**src/logic/ptcc_pkg.sv**
```systemverilog
package ptcc_pkg;

   // Register byte addresses, one aligned word each
   localparam logic [7:0] OFS_CTRL0 = 8'h00;
   localparam logic [7:0] OFS_CTRL1 = 8'h04;
   localparam logic [7:0] OFS_CMPA_LO = 8'h08;
   localparam logic [7:0] OFS_CMPA_HI = 8'h0C;
   localparam logic [7:0] OFS_PER_LO = 8'h10;
   localparam logic [7:0] OFS_PER_HI = 8'h14;
   localparam logic [7:0] OFS_CNT_LO = 8'h18;
   localparam logic [7:0] OFS_CNT_HI = 8'h1C;
   localparam logic [7:0] OFS_STATUS = 8'h20;

   // Status register bit positions
   localparam int unsigned STAT_FLAG_A = 0;
   localparam int unsigned STAT_FLAG_P = 1;
   localparam int unsigned STAT_PIN = 2;

   localparam logic [7:0] RST_BYTE = 8'h00;
   localparam logic [15:0] RST_WORD = 16'h0000;

   // Timer clock selections
   localparam logic [2:0] CKSEL_SYS4 = 3'h0;
   localparam logic [2:0] CKSEL_EXT_FALL = 3'h7;

   // Default slow sub-clock divide ratio
   localparam int unsigned SUB_DIV_DEF = 256;

   typedef enum logic [1:0] {
      PTCC_MODE_CMP = 2'b00,
      PTCC_MODE_CAP = 2'b01,
      PTCC_MODE_PWM = 2'b10,
      PTCC_MODE_TC = 2'b11
   } ptcc_mode_e;

   // Pin action codes (meaning depends on mode)
   localparam logic [1:0] ACT_00 = 2'b00;
   localparam logic [1:0] ACT_01 = 2'b01;
   localparam logic [1:0] ACT_10 = 2'b10;
   localparam logic [1:0] ACT_11 = 2'b11;

   // Control 0: bit 7 pause, bits 6:4 clock select, bit 3 run
   typedef struct packed {
      logic pause;
      logic [2:0] clk_sel;
      logic run_bit;
      logic [2:0] unused;
   } ptcc_ctrl0_s;

   // Control 1: mode, pin action, initial level, invert, capture source, clear select
   typedef struct packed {
      ptcc_mode_e op_mode_select;
      logic [1:0] pin_action_select;
      logic output_initial_level;
      logic output_invert;
      logic capture_source_select;
      logic counter_clear_select;
   } ptcc_ctrl1_s;

endpackage

```
**src/logic/ptcc_timer.sv**
```systemverilog
`timescale 1ns/1ps
module ptcc_timer #(
   parameter int unsigned SUB_DIV = ptcc_pkg::SUB_DIV_DEF
) (
   input wire logic pclk,
   input wire logic presetn,
   input wire logic psel,
   input wire logic penable,
   input wire logic pwrite,
   input wire logic [7:0] paddr,
   input wire logic [31:0] pwdata,
   output logic [31:0] prdata,
   output logic pready,
   output logic pslverr,
   input wire logic ext_clock_pin,
   input wire logic capture_input_pin,
   output logic timer_out,
   output logic timer_out_en
);

   if (SUB_DIV < 2) begin : g_bad_div
      $error("SUB_DIV must be at least 2");
   end

   localparam int unsigned SUB_W = $clog2(SUB_DIV);

   ptcc_pkg::ptcc_ctrl0_s ctrl0;
   ptcc_pkg::ptcc_ctrl1_s ctrl1;
   logic [15:0] compare_a_value;
   logic [15:0] period_compare_value;
   logic [15:0] cnt;
   logic compare_a_flag;
   logic compare_p_flag;
   logic run_prev;
   logic cmp_lvl;
   logic cap_pend;
   logic [5:0] div_cnt;
   logic [SUB_W-1:0] sub_cnt;
   logic ext_meta, ext_sync, ext_last;
   logic cap_meta, cap_sync, cap_last;

   // Bus decode
   wire setup = psel & ~penable;
   wire wr_ok = psel & penable & pready & pwrite & ~pslverr;
   wire sel_c0 = paddr == ptcc_pkg::OFS_CTRL0;
   wire sel_c1 = paddr == ptcc_pkg::OFS_CTRL1;
   wire sel_al = paddr == ptcc_pkg::OFS_CMPA_LO;
   wire sel_ah = paddr == ptcc_pkg::OFS_CMPA_HI;
   wire sel_pl = paddr == ptcc_pkg::OFS_PER_LO;
   wire sel_ph = paddr == ptcc_pkg::OFS_PER_HI;
   wire sel_nl = paddr == ptcc_pkg::OFS_CNT_LO;
   wire sel_nh = paddr == ptcc_pkg::OFS_CNT_HI;
   wire sel_st = paddr == ptcc_pkg::OFS_STATUS;
   wire mapped = sel_c0 | sel_c1 | sel_al | sel_ah | sel_pl | sel_ph | sel_nl | sel_nh | sel_st;
   wire wr_c0 = wr_ok & sel_c0;
   wire wr_st = wr_ok & sel_st;
   wire [7:0] wbyte = pwdata[7:0];
   wire [7:0] status = {5'h00, timer_out, compare_p_flag, compare_a_flag};
   wire [7:0] rd_byte = sel_c0 ? ctrl0 :
                        sel_c1 ? ctrl1 :
                        sel_al ? compare_a_value[7:0] :
                        sel_ah ? compare_a_value[15:8] :
                        sel_pl ? period_compare_value[7:0] :
                        sel_ph ? period_compare_value[15:8] :
                        sel_nl ? cnt[7:0] :
                        sel_nh ? cnt[15:8] :
                        sel_st ? status : 8'h00;

   // Mode decode
   wire [1:0] act = ctrl1.pin_action_select;
   wire mode_cap = ctrl1.op_mode_select == ptcc_pkg::PTCC_MODE_CAP;
   wire mode_pwm = ctrl1.op_mode_select == ptcc_pkg::PTCC_MODE_PWM;
   wire mode_tc = ctrl1.op_mode_select == ptcc_pkg::PTCC_MODE_TC;
   wire mode_cmp = (ctrl1.op_mode_select == ptcc_pkg::PTCC_MODE_CMP) | mode_tc;
   wire single = mode_pwm & (act == ptcc_pkg::ACT_11);
   wire clr_on_a = mode_cmp & ctrl1.counter_clear_select;

   // Timer clock enables
   wire tick_4 = div_cnt[1:0] == 2'h3;
   wire tick_16 = div_cnt[3:0] == 4'hF;
   wire tick_64 = div_cnt == 6'h3F;
   wire sub_tick = sub_cnt == SUB_W'(SUB_DIV - 1);
   wire ext_rise = ext_sync & ~ext_last;
   wire ext_fall = ~ext_sync & ext_last;
   wire [7:0] tick_src = {ext_fall, ext_rise, sub_tick, sub_tick, tick_64, tick_16, 1'b1, tick_4};
   wire tick = tick_src[ctrl0.clk_sel];
   wire ext_active = (ctrl0.clk_sel == ptcc_pkg::CKSEL_EXT_FALL) ? ext_fall : ext_rise;

   // Counter and comparators
   wire run_rise = ctrl0.run_bit & ~run_prev;
   wire counting = ctrl0.run_bit & ~ctrl0.pause & tick;
   wire [15:0] cnt_inc = 16'(cnt + 16'h0001);
   wire [15:0] per_last = 16'(period_compare_value - 16'h0001);
   wire a_eq = (cnt_inc == compare_a_value) & (compare_a_value != 16'h0000);
   wire p_eq = cnt == per_last;
   wire a_hit = counting & a_eq & ~mode_cap;
   wire p_hit = counting & p_eq & ~single & ~clr_on_a;
   wire clear_now = clr_on_a ? a_hit : p_hit;
   wire [15:0] next_cnt = run_rise ? 16'h0000 :
                          ~counting ? cnt :
                          clear_now ? 16'h0000 : cnt_inc;

   // Run bit: software write beats hardware clear beats hardware set
   wire hw_run_clr = single & a_hit;
   wire hw_run_set = single & ext_active & ~ctrl0.run_bit;
   wire next_run = wr_c0 ? wbyte[3] :
                   hw_run_clr ? 1'b0 :
                   hw_run_set ? 1'b1 : ctrl0.run_bit;

   // Capture
   wire cap_sig = ctrl1.capture_source_select ? ext_sync : cap_sync;
   wire cap_last_sel = ctrl1.capture_source_select ? ext_last : cap_last;
   wire cap_r = cap_sig & ~cap_last_sel;
   wire cap_f = ~cap_sig & cap_last_sel;
   wire cap_edge = (act == ptcc_pkg::ACT_00) ? cap_r :
                   (act == ptcc_pkg::ACT_01) ? cap_f :
                   (act == ptcc_pkg::ACT_10) ? (cap_r | cap_f) : 1'b0;
   wire cap_fire = mode_cap & ctrl0.run_bit & cap_edge;
   wire cap_flag_set = cap_pend & tick;

   // Flags, set wins over write-one-to-clear
   wire set_a = a_hit | cap_flag_set;
   wire set_p = p_hit;
   wire next_flag_a = set_a | (compare_a_flag & ~(wr_st & wbyte[ptcc_pkg::STAT_FLAG_A]));
   wire next_flag_p = set_p | (compare_p_flag & ~(wr_st & wbyte[ptcc_pkg::STAT_FLAG_P]));

   // Compare-mode pin level before inversion
   wire next_cmp_lvl = run_rise ? ctrl1.output_initial_level :
                       ~a_hit ? cmp_lvl :
                       (act == ptcc_pkg::ACT_01) ? 1'b0 :
                       (act == ptcc_pkg::ACT_10) ? 1'b1 :
                       (act == ptcc_pkg::ACT_11) ? ~cmp_lvl : cmp_lvl;

   // PWM waveform; 17-bit period so zero reads as 65536
   wire [16:0] per17 = (period_compare_value == 16'h0000) ? 17'h10000 :
                       {1'b0, period_compare_value};
   wire [16:0] a17 = {1'b0, compare_a_value};
   wire pwm_on = (a17 > {1'b0, cnt}) | (a17 >= per17);
   wire wave_on = (act == ptcc_pkg::ACT_00) ? 1'b0 :
                  (act == ptcc_pkg::ACT_01) ? 1'b1 :
                  (act == ptcc_pkg::ACT_10) ? (ctrl0.run_bit & pwm_on) :
                  ctrl0.run_bit;
   wire oil = ctrl1.output_initial_level;
   wire pwm_lvl = wave_on ? oil : ~oil;
   wire pin_lvl = mode_pwm ? pwm_lvl : cmp_lvl;
   wire drive = ~mode_tc & ~mode_cap;
   wire next_pin = drive & (pin_lvl ^ ctrl1.output_invert);

   always_ff @(posedge pclk or negedge presetn) begin
      if (!presetn) begin
         ext_meta <= 1'b0;
         ext_sync <= 1'b0;
         ext_last <= 1'b0;
         cap_meta <= 1'b0;
         cap_sync <= 1'b0;
         cap_last <= 1'b0;
      end else begin
         ext_meta <= ext_clock_pin;
         ext_sync <= ext_meta;
         ext_last <= ext_sync;
         cap_meta <= capture_input_pin;
         cap_sync <= cap_meta;
         cap_last <= cap_sync;
      end
   end

   always_ff @(posedge pclk or negedge presetn) begin
      if (!presetn) begin
         div_cnt <= 6'h00;
         sub_cnt <= '0;
      end else begin
         div_cnt <= 6'(div_cnt + 6'h01);
         sub_cnt <= sub_tick ? '0 : SUB_W'(sub_cnt + 1'b1);
      end
   end

   always_ff @(posedge pclk or negedge presetn) begin
      if (!presetn) begin
         pready <= 1'b0;
         pslverr <= 1'b0;
         prdata <= 32'h0000_0000;
      end else begin
         pready <= setup;
         pslverr <= setup & ~mapped;
         prdata <= setup ? {24'h000000, rd_byte} : 32'h0000_0000;
      end
   end

   always_ff @(posedge pclk or negedge presetn) begin
      if (!presetn) begin
         ctrl0 <= ptcc_pkg::RST_BYTE;
         ctrl1 <= ptcc_pkg::RST_BYTE;
      end else begin
         ctrl0 <= {(wr_c0 ? wbyte[7:4] : ctrl0[7:4]), next_run, 3'h0};
         if (wr_ok & sel_c1) begin
            ctrl1 <= wbyte;
         end
      end
   end

   // Capture latch overrides a software write to compare A
   always_ff @(posedge pclk or negedge presetn) begin
      if (!presetn) begin
         compare_a_value <= ptcc_pkg::RST_WORD;
         period_compare_value <= ptcc_pkg::RST_WORD;
      end else begin
         if (cap_fire) begin
            compare_a_value <= cnt;
         end else begin
            if (wr_ok & sel_al) compare_a_value[7:0] <= wbyte;
            if (wr_ok & sel_ah) compare_a_value[15:8] <= wbyte;
         end
         if (wr_ok & sel_pl) period_compare_value[7:0] <= wbyte;
         if (wr_ok & sel_ph) period_compare_value[15:8] <= wbyte;
      end
   end

   always_ff @(posedge pclk or negedge presetn) begin
      if (!presetn) begin
         cnt <= ptcc_pkg::RST_WORD;
         run_prev <= 1'b0;
         compare_a_flag <= 1'b0;
         compare_p_flag <= 1'b0;
         cap_pend <= 1'b0;
         cmp_lvl <= 1'b0;
         timer_out <= 1'b0;
         timer_out_en <= 1'b0;
      end else begin
         cnt <= next_cnt;
         run_prev <= ctrl0.run_bit;
         compare_a_flag <= next_flag_a;
         compare_p_flag <= next_flag_p;
         cap_pend <= cap_fire | (cap_pend & ~tick);
         cmp_lvl <= next_cmp_lvl;
         timer_out <= next_pin;
         timer_out_en <= drive;
      end
   end
endmodule

```
**config.mk**
```make
export PLATFORM = sky130hd
export DESIGN_NAME = ptcc_timer
export DESIGN_NICKNAME = d
export VERILOG_FILES = /design/src/logic/ptcc_pkg.sv /design/src/logic/ptcc_timer.sv
export SDC_FILE = /design/constraint.sdc
export NUM_CORES = 1
export LEC_CHECK = 0
export BUFFER_PORTS_ARGS = -buffer_cell sky130_fd_sc_hd__buf_2
export CAP_MARGIN = 20
export CORE_MARGIN = 1
export CORE_UTILIZATION = 48
export DETAILED_ROUTE_END_ITERATION = 6
export PLACE_DENSITY = 0.68
export SLEW_MARGIN = 15
export SYNTH_ARGS = -nofsm -noshare
export SYNTH_HDL_FRONTEND = slang
export SYNTH_SLANG_ARGS = --single-unit
```
**constraint.sdc**
```tcl
create_clock -name pclk -period 8.25 [get_ports pclk]
set_input_delay 0.4125 -clock pclk [delete_from_list [all_inputs] [get_ports pclk]]
set_output_delay 0.4125 -clock pclk [all_outputs]
set_load 0.02 [all_outputs]
```
==> summary.md <==
| Metric | Value |
|---|---|
| Outcome | finished clean |
| Startpoint Class | flip-flop |
| Post-CTS setup-driven buffer insertion count | 0 |
| CTS clk-pin slew, worst paths | approximately 0.080 ns |
| Crit-path max FO | 7 |
| Top post-synthesis cells by area | dfrtp_1 (35%), ha_1 (7.5%), mux2_2 (3.9%) |
| R2R cell count | 14 |
| Hold_ws | 0.0606 ns |
| Layout cells sized above 1 | 12.5% |
| TNS Setup | 0 ns |
| Synth Instances | 765 |
| DR DRC count | 0 |
| Total routing usage reported by global routing | about 30% |
| Count leader, synth | dfrtp_1 |
| CTS tree | done |
| Static Leak | 0.00324 uW |
| Synth Flop Type | dfrtp_1 |
| Vias/cell | 6.21 |
| Clock sink total | 98 |
| Top cell type's share of synthesized area | 34.9% |
| Min Tclk post-route | 3.89 ns |
| Peak supply drop | 0.0997 mV |
| EDFF count, synth | 0 |
| Period Utilization, post-route | a little under half |
| Slew of the pin with the lowest slew margin | 1.01 ns |
| CP endpoint kind | flip-flop |
| Final setup fails | 0 |
| R2R setup slack | 4.36 ns |
| Critical path class | reg -> reg |
| # Max-Cap Violations | 0 |
| Gr ovfl total | 0 |
| Yosys warning total | 0 |
| Yosys top cell by area | dfrtp_1 |
| CTS HTree Levels | 3 |
| CTS Root Cell | clkbuf_16 |
| Fillers | 1299 |
| Hpwl dp | 15200 um |
| CTS resizes | 0 |
| IO Pins | 83 |
| Die Y-Extent | about 120 um |
| CP Data Arrival Time | around 4.1 ns |
| Starting density of the core | 49.8% |
| First-pass GRT wire length | 32700 um |
| Cell area after synthesis | 0.00702 mm^2 |
| Wire length per cell | 21.6 um |
| Worst clock skew | 0.00831 ns |
| Slew Viols, Final | 0 |
| Antenna cell count | 0 |
| Clk Latency, worst-skew pair | 0.36 ns |
| Die X-Extent | between 100 and 150 um |
| Die area | 0.0151 mm^2 |
| Design Area, Final | 0.00750 mm^2 |
| Yosys reg bits | 98 |
| Routed via count | around 6000 |
| Number of global-route vias before repair | 5850 |
| Area of the core | roughly 0.014 mm^2 |
| Area Overhead vs Synth | 6.86% |
| Reg2reg end | timer_out |
| Mean Syn Cell Area | between 9 and 10 um^2 |
| Yosys cell types | 73 |
| Cts bufs inserted | 9 |
| Critical path origin | period_compare_value[8] |
| WL final | 20800 um |
| RSZ-0062 raised after global routing | no |
| Ys async rst share | 100% |
| Final #Nets | 865 |
| Ranking of synthesized cells by instance count | dfrtp_1 (98), nand2_1 (66), inv_1 (43) |
| Largest net degree at the start of global routing | 51 |
| Site Rows | 43 |
| Port Buffers | 34 |
| Setup crit end | timer_out |
| Pwr Density | 131 mW/mm^2 |
| Worst Hold Class | in -> async |
| Area occupied by multi-input gates | 0.00416 mm^2 |
| Detail Route Antenna Nets | 0 |
| Worst EP required | 8.49 ns |
| Slew margin rel. | about a third |
| Hold Vio Cnt, Final | 0 |
| Initial antenna violation count | 0 |
| DP Area | 0.00720 mm^2 |
| CTS Buffer Depth | 2 |
| Reg area | 0.00245 mm^2 |
| Worst reg2reg startpoint | period_compare_value[8] |
| DR iter-0 viols | 676 |
| Cts hold-fix bufs | 0 |
| F_max | 0.257 GHz |
| Final Wtd Congestion | 0.936 |
| Drt pass-1 iters | 6 |
| Sequential-to-total area share from yosys stat | 34.9% |
layout make-up:
type	count	share of cell area (%)
tap	180	3.00
sequential	98	32.7
inverter	43	2.15
multi-input combinational	587	55.5
clock buffer	9	3.00
timing repair buffer	37	2.60
clock inverter	7	1.03
critical path, cell delays in order, from the launching register on:
cell	delay, ns
dfrtp_1	0.49
nor4_1	0.70
and4_1	0.45
and3_1	0.21
nor2_1	0.06
ha_1	0.27
nand3_1	0.08
nor3_1	0.05
a221o_1	0.34
a31oi_1	0.22
o32ai_1	0.13
or3_1	0.36
a31oi_1	0.20
xnor2_1	0.14
nor3_1	0.06
flip-flops by register name (all words and copies together), names as in the netlist, 2 cells and up:
name and flops:
ctrl1 5, cnt 16, ctrl0 5, div_cnt 6, period_compare_value 16, act 2
prdata 8, sub_cnt 8, compare_a_value 16
cell usage in the layout, fill, tap and decap left out, types with 13 or more instances in the layout:
cell type	n
nand3_1	26
nand2_1	66
mux2_2	24
mux2i_1	22
o21ai_0	37
conb_1	24
xor2_1	16
nand4_1	20
a21oi_1	28
dfrtp_1	98
ha_1	42
xnor2_1	30
nor3_1	31
buf_2	33
inv_1	43
nor2_1	39
nor2b_1	15
nor4_1	13
a211oi_1	14
how the worst min path moves through the flow:
stage / from / endpoint / slack [ns]
2_1_floorplan: presetn / act[0] / 0.12
3_3_place_gp: ext_meta / ext_sync / 0.34
3_5_place_dp: ext_meta / ext_sync / 0.34
4_1_cts: presetn / sub_cnt[1] / 0.08
5_1_grt: presetn / sub_cnt[1] / 0.1
6_report: presetn / sub_cnt[1] / 0.06
power breakdown:
group	total, uW	internal [uW]	switching, uW
registers	486	483	3.31
logic	60.9	16.4	44.5
clock network	439	218	221
metal layers:
metal	global-route usage [%]	part of all wire, %	wire length [um]
met3	7.01	8.5	1760
met4	12.7	3.1	653
met5	0	0	0
met2	45.6	45	9330
met1	39.6	43	9020
logic make-up after synthesis:
| kind of cell | after synthesis | share of synthesized area, % |
|---|---|---|
| buffers and inverters | 103 | 7.06 |
| muxes | 55 | 9.71 |
| AOI/OAI and AO/OA | 159 | 15.2 |
| DFF | 98 | 34.9 |
| xor gates and xnor gates | 46 | 5.74 |
| adders and majority gates | 43 | 7.63 |
| and+or+nand+nor | 260 | 19.7 |
| other | 1 | 0.0534 |
through the flow:
stage | util, % | power, uW | cells | setup WS (ns)
4_1_cts | 53.2 | 995 | 961 | 4.38
3_5_place_dp | 51.1 | 557 | 945 | 4.43
6_report | 53.2 | 986 | 961 | 4.36
5_1_grt | 53.2 | 1020 | 961 | 4.08
3_3_place_gp | 51.1 | 555 | 945 | 4.43
2_1_floorplan | - | 535 | 788 | 5.08
Note: power is estimated with default switching activity, not from simulation.
